==> config.mk <==
export PLATFORM = sky130hd
export DESIGN_NAME = pin_strapped_clock_config
export DESIGN_NICKNAME = d
export VERILOG_FILES = /design/src/logic/clk_cfg_pkg.sv /design/src/logic/pin_strapped_clock_config.sv
export SDC_FILE = /design/constraint.sdc
export NUM_CORES = 1
export LEC_CHECK = 0
export ABC_AREA = 1
export BUFFER_PORTS_ARGS = -buffer_cell sky130_fd_sc_hd__buf_2
export CAP_MARGIN = 20
export CORE_ASPECT_RATIO = 0.5
export CORE_MARGIN = 1
export CORE_UTILIZATION = 48
export CTS_BUF_LIST = sky130_fd_sc_hd__clkbuf_4
export DETAILED_ROUTE_END_ITERATION = 8
export PLACE_DENSITY = 0.79
export SYNTH_ARGS = -nofsm -noshare
export SYNTH_HDL_FRONTEND = slang
export SYNTH_SLANG_ARGS = --single-unit
==> constraint.sdc <==
create_clock -name aclk -period 2.9 [get_ports aclk]
set_clock_uncertainty 0.2 [all_clocks]
set_input_delay 0.58 -clock aclk [delete_from_list [all_inputs] [get_ports aclk]]
set_output_delay 0.58 -clock aclk [all_outputs]
set_load 0.05 [all_outputs]
==> src/logic/clk_cfg_pkg.sv <==
// Purpose: Shared constants and types for the strapped clock configuration block
// Assumes: AXI4-Lite register access, 32-bit data
// Notes:   Frequencies are held as whole MHz, ratios as tenths
package clk_cfg_pkg;

    // Clock relation codes
    localparam logic [1:0] REL_FASTBUS = 2'h0;
    localparam logic [1:0] REL_ASYNC   = 2'h3;

    // Frequency codes
    localparam logic [2:0] CODE_166 = 3'h0;
    localparam logic [2:0] CODE_150 = 3'h1;
    localparam logic [2:0] CODE_133 = 3'h2;
    localparam logic [2:0] CODE_125 = 3'h3;
    localparam logic [2:0] CODE_100 = 3'h4;
    localparam logic [2:0] CODE_66  = 3'h5;
    localparam logic [2:0] CODE_50  = 3'h6;
    localparam logic [2:0] CODE_33  = 3'h7;

    // Output frequencies in MHz
    localparam logic [7:0] MHZ_166 = 8'hA6;
    localparam logic [7:0] MHZ_150 = 8'h96;
    localparam logic [7:0] MHZ_133 = 8'h85;
    localparam logic [7:0] MHZ_125 = 8'h7D;
    localparam logic [7:0] MHZ_100 = 8'h64;
    localparam logic [7:0] MHZ_66  = 8'h42;
    localparam logic [7:0] MHZ_50  = 8'h32;
    localparam logic [7:0] MHZ_33  = 8'h21;
    localparam logic [7:0] MHZ_48  = 8'h30;

    // Multiplier ratios in tenths
    localparam logic [7:0] USB_MULT_X10    = 8'h30;
    localparam logic [7:0] PHY_MULT_LO_X10 = 8'h14;
    localparam logic [7:0] PHY_MULT_HI_X10 = 8'h19;

    // Register byte offsets
    localparam logic [7:0] OFS_CTRL   = 8'h00;
    localparam logic [7:0] OFS_STRAP  = 8'h04;
    localparam logic [7:0] OFS_STATUS = 8'h08;
    localparam logic [7:0] OFS_FREQ   = 8'h0C;

    // Control register fields
    localparam int CTRL_SW_MODE   = 0;
    localparam int CTRL_CORE_LSB  = 4;
    localparam int CTRL_BUS_LSB   = 8;
    localparam int CTRL_PHY_BIT   = 12;
    localparam logic [31:0] CTRL_MASK  = 32'h0000_1771;
    localparam logic [31:0] CTRL_RESET = 32'h0000_0000;

    // AXI responses
    localparam logic [1:0] RESP_OKAY   = 2'h0;
    localparam logic [1:0] RESP_SLVERR = 2'h2;

    typedef struct packed {
        logic run;
        logic power_down;
    } pll_gate_s;

    typedef struct packed {
        logic       core_bus_sel_n;
        logic       usb_sel_n;
        logic       phy_sel_n;
        logic [1:0] relation;
        logic [2:0] core_code;
        logic [2:0] bus_code;
        logic       phy_ratio;
    } strap_s;

    localparam strap_s STRAP_RESET = '{1'b1, 1'b1, 1'b1, REL_FASTBUS, CODE_33, CODE_33, 1'b0};

endpackage

==> src/logic/pin_strapped_clock_config.sv <==
// Purpose: Strapped and software-set configuration of four PLLs and clock relation
// Assumes: Strap inputs synchronous to aclk and static in use
// Notes:   Outputs are PLL control levels, not clocks
// Notes on behaviour
// PLL runs only while its select low
// High select powers PLL down, no clock
// One select for core and bus PLL
// Core PLL feeds core or bus clock
// USB PLL always multiplies by 4.8
// PHY PLL x2 when low, x2.5 high
// Fastbus: bus clock is core PLL clock
// Async: core and bus PLLs independent
// Async straps need core no slower than bus
// Frequency from pins or software setting
// Core code selects 166 down to 33MHz
// Async bus code: 133 for 000..010
// Fastbus ignores bus code; USB 48MHz
// Relation codes 01 and 10 unused
// Fastbus code 101 gives 66MHz bus
`timescale 1ns/1ps
`default_nettype none

module pin_strapped_clock_config
    import clk_cfg_pkg::*;
#(
    parameter int ADDR_W = 8
) (
    input  wire logic              aclk,
    input  wire logic              aresetn,
    input  wire logic              core_bus_pll_select_n,
    input  wire logic              usb_pll_select_n,
    input  wire logic              phy_pll_select_n,
    input  wire logic [1:0]        clock_relation_code,
    input  wire logic [2:0]        core_freq_code,
    input  wire logic [2:0]        bus_freq_code,
    input  wire logic              phy_ratio_select,
    input  wire logic [ADDR_W-1:0] awaddr,
    input  wire logic [2:0]        awprot,
    input  wire logic              awvalid,
    output var  logic              awready,
    input  wire logic [31:0]       wdata,
    input  wire logic [3:0]        wstrb,
    input  wire logic              wvalid,
    output var  logic              wready,
    output var  logic [1:0]        bresp,
    output var  logic              bvalid,
    input  wire logic              bready,
    input  wire logic [ADDR_W-1:0] araddr,
    input  wire logic [2:0]        arprot,
    input  wire logic              arvalid,
    output var  logic              arready,
    output var  logic [31:0]       rdata,
    output var  logic [1:0]        rresp,
    output var  logic              rvalid,
    input  wire logic              rready,
    output var  pll_gate_s         core_pll_gate,
    output var  pll_gate_s         bus_pll_gate,
    output var  pll_gate_s         usb_pll_gate,
    output var  pll_gate_s         phy_pll_gate,
    output var  logic [2:0]        core_pll_code,
    output var  logic [2:0]        bus_pll_code,
    output var  logic              bus_clk_from_core,
    output var  logic [7:0]        core_clk_mhz,
    output var  logic [7:0]        bus_clk_mhz,
    output var  logic [7:0]        usb_mult_x10,
    output var  logic [7:0]        phy_mult_x10,
    output var  logic              relation_fault,
    output var  logic              speed_order_fault
);

    initial begin
        if (ADDR_W < 4 || ADDR_W > 32) begin
            $error("ADDR_W must lie between 4 and 32");
        end
    end

    // Core PLL frequency per code
    function automatic logic [7:0] core_mhz_of(input logic [2:0] code);
        logic [7:0] f;
        f = MHZ_33;
        unique case (code)
            CODE_166: f = MHZ_166;
            CODE_150: f = MHZ_150;
            CODE_133: f = MHZ_133;
            CODE_125: f = MHZ_125;
            CODE_100: f = MHZ_100;
            CODE_66:  f = MHZ_66;
            CODE_50:  f = MHZ_50;
            CODE_33:  f = MHZ_33;
        endcase
        return f;
    endfunction

    // Bus PLL tops out at 133MHz, so the two fastest codes fold onto it
    function automatic logic [7:0] bus_mhz_of(input logic [2:0] code);
        logic [7:0] f;
        f = MHZ_133;
        if (code > CODE_133) begin
            f = core_mhz_of(code);
        end
        return f;
    endfunction

    function automatic logic [7:0] reg_index(input logic [ADDR_W-1:0] a);
        return 8'(a) & 8'hFC;
    endfunction

    // Strap sampling
    strap_s strap_r;
    logic [31:0] ctrl_r;

    always_ff @(posedge aclk) begin
        if (!aresetn) begin
            strap_r <= STRAP_RESET;
        end else begin
            strap_r <= '{core_bus_pll_select_n, usb_pll_select_n, phy_pll_select_n,
                         clock_relation_code, core_freq_code, bus_freq_code,
                         phy_ratio_select};
        end
    end

    // Effective frequency selection
    logic       sw_mode;
    logic [2:0] core_code_eff;
    logic [2:0] bus_code_eff;
    logic       phy_ratio_eff;
    logic       fastbus;
    logic [7:0] core_mhz_nxt;
    logic [7:0] bus_mhz_nxt;

    always_comb begin
        sw_mode       = ctrl_r[CTRL_SW_MODE];
        core_code_eff = sw_mode ? ctrl_r[CTRL_CORE_LSB +: 3] : strap_r.core_code;
        bus_code_eff  = sw_mode ? ctrl_r[CTRL_BUS_LSB +: 3]  : strap_r.bus_code;
        phy_ratio_eff = sw_mode ? ctrl_r[CTRL_PHY_BIT]       : strap_r.phy_ratio;
        fastbus       = (strap_r.relation == REL_FASTBUS);
        core_mhz_nxt  = core_mhz_of(core_code_eff);
        // Fastbus shares one clock; code 101 thus yields 66MHz on the bus too
        bus_mhz_nxt   = fastbus ? core_mhz_nxt : bus_mhz_of(bus_code_eff);
    end

    // Core PLL gate; shares its select pin with the bus PLL
    always_ff @(posedge aclk) begin
        if (!aresetn) begin
            core_pll_gate <= '{1'b0, 1'b1};
        end else begin
            core_pll_gate <= '{!strap_r.core_bus_sel_n, strap_r.core_bus_sel_n};
        end
    end

    // Bus PLL gate; never split from the core gate
    always_ff @(posedge aclk) begin
        if (!aresetn) begin
            bus_pll_gate <= '{1'b0, 1'b1};
        end else begin
            bus_pll_gate <= '{!strap_r.core_bus_sel_n, strap_r.core_bus_sel_n};
        end
    end

    // USB PLL gate, own select pin
    always_ff @(posedge aclk) begin
        if (!aresetn) begin
            usb_pll_gate <= '{1'b0, 1'b1};
        end else begin
            usb_pll_gate <= '{!strap_r.usb_sel_n, strap_r.usb_sel_n};
        end
    end

    // PHY PLL gate, own select pin
    always_ff @(posedge aclk) begin
        if (!aresetn) begin
            phy_pll_gate <= '{1'b0, 1'b1};
        end else begin
            phy_pll_gate <= '{!strap_r.phy_sel_n, strap_r.phy_sel_n};
        end
    end

    // Clock routing and effective codes
    always_ff @(posedge aclk) begin
        if (!aresetn) begin
            core_pll_code     <= CODE_33;
            bus_pll_code      <= CODE_33;
            bus_clk_from_core <= 1'b1;
        end else begin
            core_pll_code     <= core_code_eff;
            bus_pll_code      <= bus_code_eff;
            bus_clk_from_core <= fastbus;
        end
    end

    // A stopped PLL reports zero, so software never sees a stale rate
    always_ff @(posedge aclk) begin
        if (!aresetn) begin
            core_clk_mhz <= 8'h00;
            bus_clk_mhz  <= 8'h00;
        end else begin
            core_clk_mhz <= strap_r.core_bus_sel_n ? 8'h00 : core_mhz_nxt;
            bus_clk_mhz  <= strap_r.core_bus_sel_n ? 8'h00 : bus_mhz_nxt;
        end
    end

    // USB ratio is fixed; no code reaches it
    always_ff @(posedge aclk) begin
        if (!aresetn) begin
            usb_mult_x10 <= 8'h00;
        end else begin
            usb_mult_x10 <= strap_r.usb_sel_n ? 8'h00 : USB_MULT_X10;
        end
    end

    always_ff @(posedge aclk) begin
        if (!aresetn) begin
            phy_mult_x10 <= 8'h00;
        end else if (strap_r.phy_sel_n) begin
            phy_mult_x10 <= 8'h00;
        end else begin
            phy_mult_x10 <= phy_ratio_eff ? PHY_MULT_HI_X10 : PHY_MULT_LO_X10;
        end
    end

    // Straps outside the supported set are flagged, not corrected
    always_ff @(posedge aclk) begin
        if (!aresetn) begin
            relation_fault <= 1'b0;
        end else begin
            relation_fault <= !fastbus && (strap_r.relation != REL_ASYNC);
        end
    end

    // Equal rates are legal; only a slower core is flagged
    always_ff @(posedge aclk) begin
        if (!aresetn) begin
            speed_order_fault <= 1'b0;
        end else begin
            speed_order_fault <= (strap_r.relation == REL_ASYNC)
                                 && (core_mhz_nxt < bus_mhz_nxt);
        end
    end

    // AXI4-Lite write channel
    logic              aw_held_r;
    logic              w_held_r;
    logic [ADDR_W-1:0] awaddr_r;
    logic [31:0]       wdata_r;
    logic [3:0]        wstrb_r;
    logic              wr_go;
    logic [31:0]       bmask;

    assign wr_go = aw_held_r && w_held_r && !bvalid;

    always_comb begin
        bmask = 32'h0000_0000;
        for (int i = 0; i < 4; i++) begin
            bmask[i*8 +: 8] = {8{wstrb_r[i]}};
        end
    end

    always_ff @(posedge aclk) begin
        if (!aresetn) begin
            aw_held_r <= 1'b0;
            w_held_r  <= 1'b0;
            awready   <= 1'b0;
            wready    <= 1'b0;
            awaddr_r  <= '0;
            wdata_r   <= 32'h0000_0000;
            wstrb_r   <= 4'h0;
        end else begin
            awready <= !aw_held_r && !(awvalid && awready);
            wready  <= !w_held_r && !(wvalid && wready);
            if (awvalid && awready) begin
                aw_held_r <= 1'b1;
                awaddr_r  <= awaddr;
            end else if (wr_go) begin
                aw_held_r <= 1'b0;
            end
            if (wvalid && wready) begin
                w_held_r <= 1'b1;
                wdata_r  <= wdata;
                wstrb_r  <= wstrb;
            end else if (wr_go) begin
                w_held_r <= 1'b0;
            end
        end
    end

    always_ff @(posedge aclk) begin
        if (!aresetn) begin
            ctrl_r <= CTRL_RESET;
        end else if (wr_go && reg_index(awaddr_r) == OFS_CTRL) begin
            ctrl_r <= ((ctrl_r & ~bmask) | (wdata_r & bmask)) & CTRL_MASK;
        end
    end

    always_ff @(posedge aclk) begin
        if (!aresetn) begin
            bvalid <= 1'b0;
            bresp  <= RESP_OKAY;
        end else if (wr_go) begin
            bvalid <= 1'b1;
            // Status words are read-only; writing them is an error
            bresp  <= (reg_index(awaddr_r) == OFS_CTRL) ? RESP_OKAY : RESP_SLVERR;
        end else if (bready) begin
            bvalid <= 1'b0;
        end
    end

    // AXI4-Lite read channel
    logic [31:0] rd_word;
    logic        rd_hit;

    always_comb begin
        rd_word = 32'h0000_0000;
        rd_hit  = 1'b1;
        unique case (reg_index(araddr))
            OFS_CTRL:   rd_word = ctrl_r;
            OFS_STRAP:  rd_word = 32'(strap_r);
            OFS_STATUS: rd_word = {24'h00_0000,
                                   speed_order_fault,
                                   relation_fault,
                                   bus_clk_from_core,
                                   sw_mode,
                                   phy_pll_gate.run,
                                   usb_pll_gate.run,
                                   bus_pll_gate.run,
                                   core_pll_gate.run};
            OFS_FREQ:   rd_word = {phy_mult_x10, usb_mult_x10, bus_clk_mhz, core_clk_mhz};
            default:    rd_hit  = 1'b0;
        endcase
    end

    always_ff @(posedge aclk) begin
        if (!aresetn) begin
            arready <= 1'b0;
            rvalid  <= 1'b0;
            rdata   <= 32'h0000_0000;
            rresp   <= RESP_OKAY;
        end else begin
            arready <= !rvalid && !(arvalid && arready);
            if (arvalid && arready) begin
                rvalid <= 1'b1;
                rdata  <= rd_word;
                rresp  <= rd_hit ? RESP_OKAY : RESP_SLVERR;
            end else if (rready) begin
                rvalid <= 1'b0;
            end
        end
    end

endmodule // pin_strapped_clock_config

`default_nettype wire

=== Word level (Yosys, flattened, before mapping) ===
Memories as Yosys holds them, arrays and structs flattened.
Cells that the tools add are included.

* Flip-flop bits (word level): 133
* Memory bits (read-only): 128
* Input bits: 77
* Output and inout bits: 90
* Logic and storage cells: 100
* Memories: 2

* Order comparisons: 2
* Equal/unequal tests: 5
* Muxes and demuxes: 18
* Bitwise gates (word level): 5
* Reduce and logical (&&, ||, !) cells: 32

{| class="wikitable"
|+ Memories
! name !! words !! width !! rd ports !! clocked after Yosys merged registers in !! wr ports !! RTL line !! source
|-
| (name not given) || 8 || 8 || 1 || 0 || 0 || pin_strapped_clock_config.sv:81 || <nowiki>unique case (code)</nowiki>
|-
| (name not given) || 8 || 8 || 1 || 0 || 0 || pin_strapped_clock_config.sv:81 ||
|}

{| class="wikitable"
|+ Operators with widths
! cell !! count
|-
| $pmux W32 S4 || 1
|-
| $and A13 B13 Y13 || 2
|-
| $logic_not A8 Y1 || 2
|-
| $mux W8 || 2
|-
| $not A13 Y13 || 1
|-
| $or A13 B13 Y13 || 1
|-
| $eq A6 B2 Y1 const B || 2
|-
| $logic_and A1 B1 Y1 || 11
|-
| $logic_not A1 Y1 || 11
|-
| $mux W1 || 9
|-
| $lt A8 B8 Y1 || 1
|-
| $reduce_bool A2 Y1 || 4
|-
| $eq A6 B1 Y1 const B || 1
|-
| $mux W3 || 2
|-
| $mux W6 || 1
|-
| $mux W2 || 2
|-
| $mux W4 || 1
|-
| $reduce_or A2 Y1 || 2
|-
| $reduce_or A4 Y1 || 1
|-
| $gt A3 B2 Y1 const B || 1
|-
| $eq A2 B2 Y1 const B || 1
|-
| $logic_not A2 Y1 || 1
|-
| $ne A2 B2 Y1 const B || 1
|-
| $not A1 Y1 || 1
|}

=== Longest topological paths before layout ===
* Depth in word-level cells: 6
* Depth in mapped cells: 17
* Gate-level depth less buffers: 17

=== Least setup slack after synthesis ===
No wires, ideal clock.

* Path kind: register to register
* Start: register (tool-made name)
* End: register speed_order_fault
* Setup time: 0.066 ns
* Arrival time: 1.997 ns
* Data required time: 2.634 ns
* Path slack: 0.637 ns
* Stages on the path, launching flop included: 16
* Buffers on the path: 1
* Period minus slack after synthesis: 2.263 ns
* Cell sequence: dfxtp_1 > buf_6 > o21a_2 > inv_1 > ha_1 > inv_1 > nand2_2 > o21ai_1 > o22ai_1 > inv_2 > ha_1 > nand2_1 > inv_1 > nand3_1 > nand3_1 > a21oi_2

{| class="wikitable"
|+ RTL lines
! item !! RTL line !! source
|-
| end signal, assigned || pin_strapped_clock_config.sv:235 || <nowiki>speed_order_fault <= (strap_r.relation == REL_ASYNC)</nowiki>
|-
| end, declared || pin_strapped_clock_config.sv:68 || <nowiki>output var logic speed_order_fault</nowiki>
|}

==> summary.md <==
| Metric | Value |
|---|---|
| Number of synthesized register bits | `99` |
| Fin crit share | `roughly nine tenths` |
| Layout cells sized above 1 | `just under 30%` |
| Clock sink count | `99` |
| Yosys warns | `0` |
| Critical Path Max Stage Delay | `about 450 ps` |
| Slowest CP cell | `dfxtp_2` |
| Arr. time, crit path | `2820 ps` |
| DR vias/cell | `about 4.7` |
| Die footprint | `~0.009 mm^2` |
| HPWL Detailed | `~7200 um` |
| Sequential cell area | `~0.0020 mm^2` |
| First-pass GRT wire length | `roughly 15000 um` |
| Unrepaired setup endpoints after global routing | `false` |
| Area of the multi-input gates | `roughly 0.0018 mm^2` |
| Routed vias | `about 3500` |
| Row count | `23` |
| Cells after DPL | `approximately 720` |
| Initial Utilization | `51.1%` |
| RD Place Congestion | `about 0.9` |
| Maximum vdd drop | `around 0.27 mV` |
| EDFF count, synth | `0` |
| CTS buffer count | `9` |
| Buffers & Inverters on Critical Path | `5` |
| Vias in the first global route | `3190` |
| Htree depth | `3` |
| Max Clk Rate | `about 380 MHz` |
| Synthesized area | `approximately 0.0042 mm^2` |
| Post-synth cell types | `36` |
| GRT Total Usage | `a little over a fifth` |
| Synth top area share | `47.0%` |
| Worst Hold Class | `in -> reg` |
| Async SR Flop Fraction | `0%` |
| Setup bufs post-CTS | `0` |
| Clock Root Buffer | `clkbuf_4` |
| Drt wl/cell | `between 10 and 15 um` |
| Final Setup Violations | `0` |
| TNS Setup | `0 ps` |
| Top-count cell post-synth | `dfxtp_1` |
| Top cells by area, synth | `dfxtp_1 (47%), nand2_1 (7.9%), nor2_1 (5.9%)` |
| Tmin final | `roughly 2600 ps` |
| Cells after synthesis | `~520` |
| Final Hold Fails | `0` |
| I/O pin count | `between 150 and 200` |
| Critical path type | `reg -> reg` |
| Port Buf Inserts | `108` |
| Clock buffer depth | `2` |
| Area leader, netlist | `dfxtp_1` |
| Number of max-cap violations | `0` |
| CP max FO | `7` |
| Crit path cell chain | `inv_2, nand2_1, nand2_4, inv_1, ha_1, inv_1, nand2_2, o21ai_1, o22ai_1, inv_2, ha_1, nand2_1, inv_1, nand3_1, nand3_1, a21oi_2` |
| DIE HEIGHT | `just under 70 um` |
| Slew Limit Fails | `0` |
| GR Overflow Total | `0` |
| Avg Cell Area, Syn | `8.06 um^2` |
| Worst-path clk slew | `150 ps` |
| Outcome | `finished clean` |
| Filler cells | `slightly below 800` |
| DRT Pass-1 Iters | `4` |
| Crit. End Element | `register` |
| Largest net degree at the start of global routing | `33` |
| CTS tree | `yes` |
| Initial antenna violation count | `0` |
| CTS-repair resized insts | `0` |
| Antenna cell count | `0` |
| Sequential share of the synthesized area | `a little under half` |
| Worst-Skew Late Latency | `460 ps` |
| Hold-fix buffers, CTS | `0` |
| Area grow syn2layout | `15.2%` |
| Worst EP required | `~3100 ps` |
| Cell mode on critical path | `inv_1` |
| CP startpoint kind | `register` |
| Core ar. | `0.00826 mm^2` |
| DRC viols | `0` |
| Ys flop type | `dfxtp_1` |
| Post-route ant nets | `0` |
| Iteration-0 DRC Markers | `221` |
| Die Wd | `roughly 130 um` |
| Crit-path leading delay family | `simple AND/OR/NAND/NOR gates` |
| Final std cells w/o fill | `~740` |
| Power per Cell Area | `~550 mW/mm^2` |
| Commonest cells in the netlist | `dfxtp_1 (99), nand2_1 (89), nor2_1 (66)` |
| Detailed Route WL | `approximately 9300 um` |
| Nets@finish | `716` |
| Leakage | `2.39 nW` |
-- worst paths after layout --
kind                     startpoint                end  slack (ps)  cells after the start
max reg2reg                register  speed_order_fault         280                     16
max                        register  speed_order_fault         280                     16
min          clock_relation_code[0]         strap_r[7]         100                      3
min reg2reg          bus_clk_mhz[5]          rdata[13]         260                      2
-- power breakdown --
group / switching [mW] / leakage (nW) / internal, mW
logic: 0.326 / 1.50 / 0.114
clock network: 0.437 / 0.0792 / 0.339
registers: 0.0278 / 0.810 / 1.41
total: 0.791 / 2.39 / 1.86
-- cell families (layout without fill, tap and decap cells) --
group,Yosys count,in the layout,share of synthesized area (%)
simple gates,210,210,22.8
compound gates,88,88,12.5
buf+inv,109,192,12.8
other cells,1,22,0.0889
flops,99,99,47.0
fa+ha+maj,16,16,4.75
-- stage by stage --
stage               hold slack [ps]  power, mW  setup slack, ps  instance area (um^2)  utilization (%)
floorplan                       205       1.83              637                  4300                -
global placement                228       1.90              337                  4710             57.0
detailed placement              235       1.91              226                  4710             57.0
CTS                            64.0       2.68              170                  4850             58.8
global route                   67.0       2.78             83.6                  4860             58.8
finish                         96.1       2.66              283                  4860             58.8
-- sequential cells by signal (all words and copies together), names as in the netlist, 2 cells and up, named ones only --
signal / cells
awaddr_r: 6
bus_clk_mhz: 8
bus_pll_code: 3
bus_pll_gate: 2
core_clk_mhz: 8
core_pll_code: 3
phy_mult_x10: 3
phy_pll_gate: 2
rdata: 20
strap_r: 12
wdata_r: 8
wstrb_r: 2
-- cell type report --
class | count | share of cell area [%]
sequential | 99 | 40.8
multi-input combinational | 336 | 36.5
timing repair buffer | 111 | 11.6
inverter | 66 | 5.10
tap | 112 | 2.89
clock inverter | 6 | 1.67
clock buffer | 9 | 1.39
-- layer usage --
metal | global-route usage (%) | share of wire (%)
met3 | 6.67 | 9.0
met5 | 0 | 0
met1 | 27.9 | 46
met2 | 34.9 | 44
met4 | 8.85 | 1.4
-- tightest hold or removal path: cells and delay by family --
family	cells	cell delay, ps
buf+inv	2	120
simple gates	1	50
-- layout by cell type, fill, tap and decap left out, types with 2 or more instances in the layout --
cell and instances:
nor2_4 3, nor3_1 5, a21oi_2 3, o21ai_2 3
buf_4 3, o22ai_1 2, a21oi_1 14, nand2_4 4
a31oi_2 2, nor2_2 8, or2_2 9, nand3_1 11
dfxtp_1 98, clkinv_2 2, ha_1 16, a211oi_1 8
bufinv_16 2, o21ai_0 29, a22o_1 3, nand2_1 89
o21ai_1 18, clkbuf_4 9, nand2_2 11, nor2_1 66
inv_2 14, conb_1 22, a22oi_1 2, buf_2 108
inv_1 52
(Power assumes the default switching activity.)
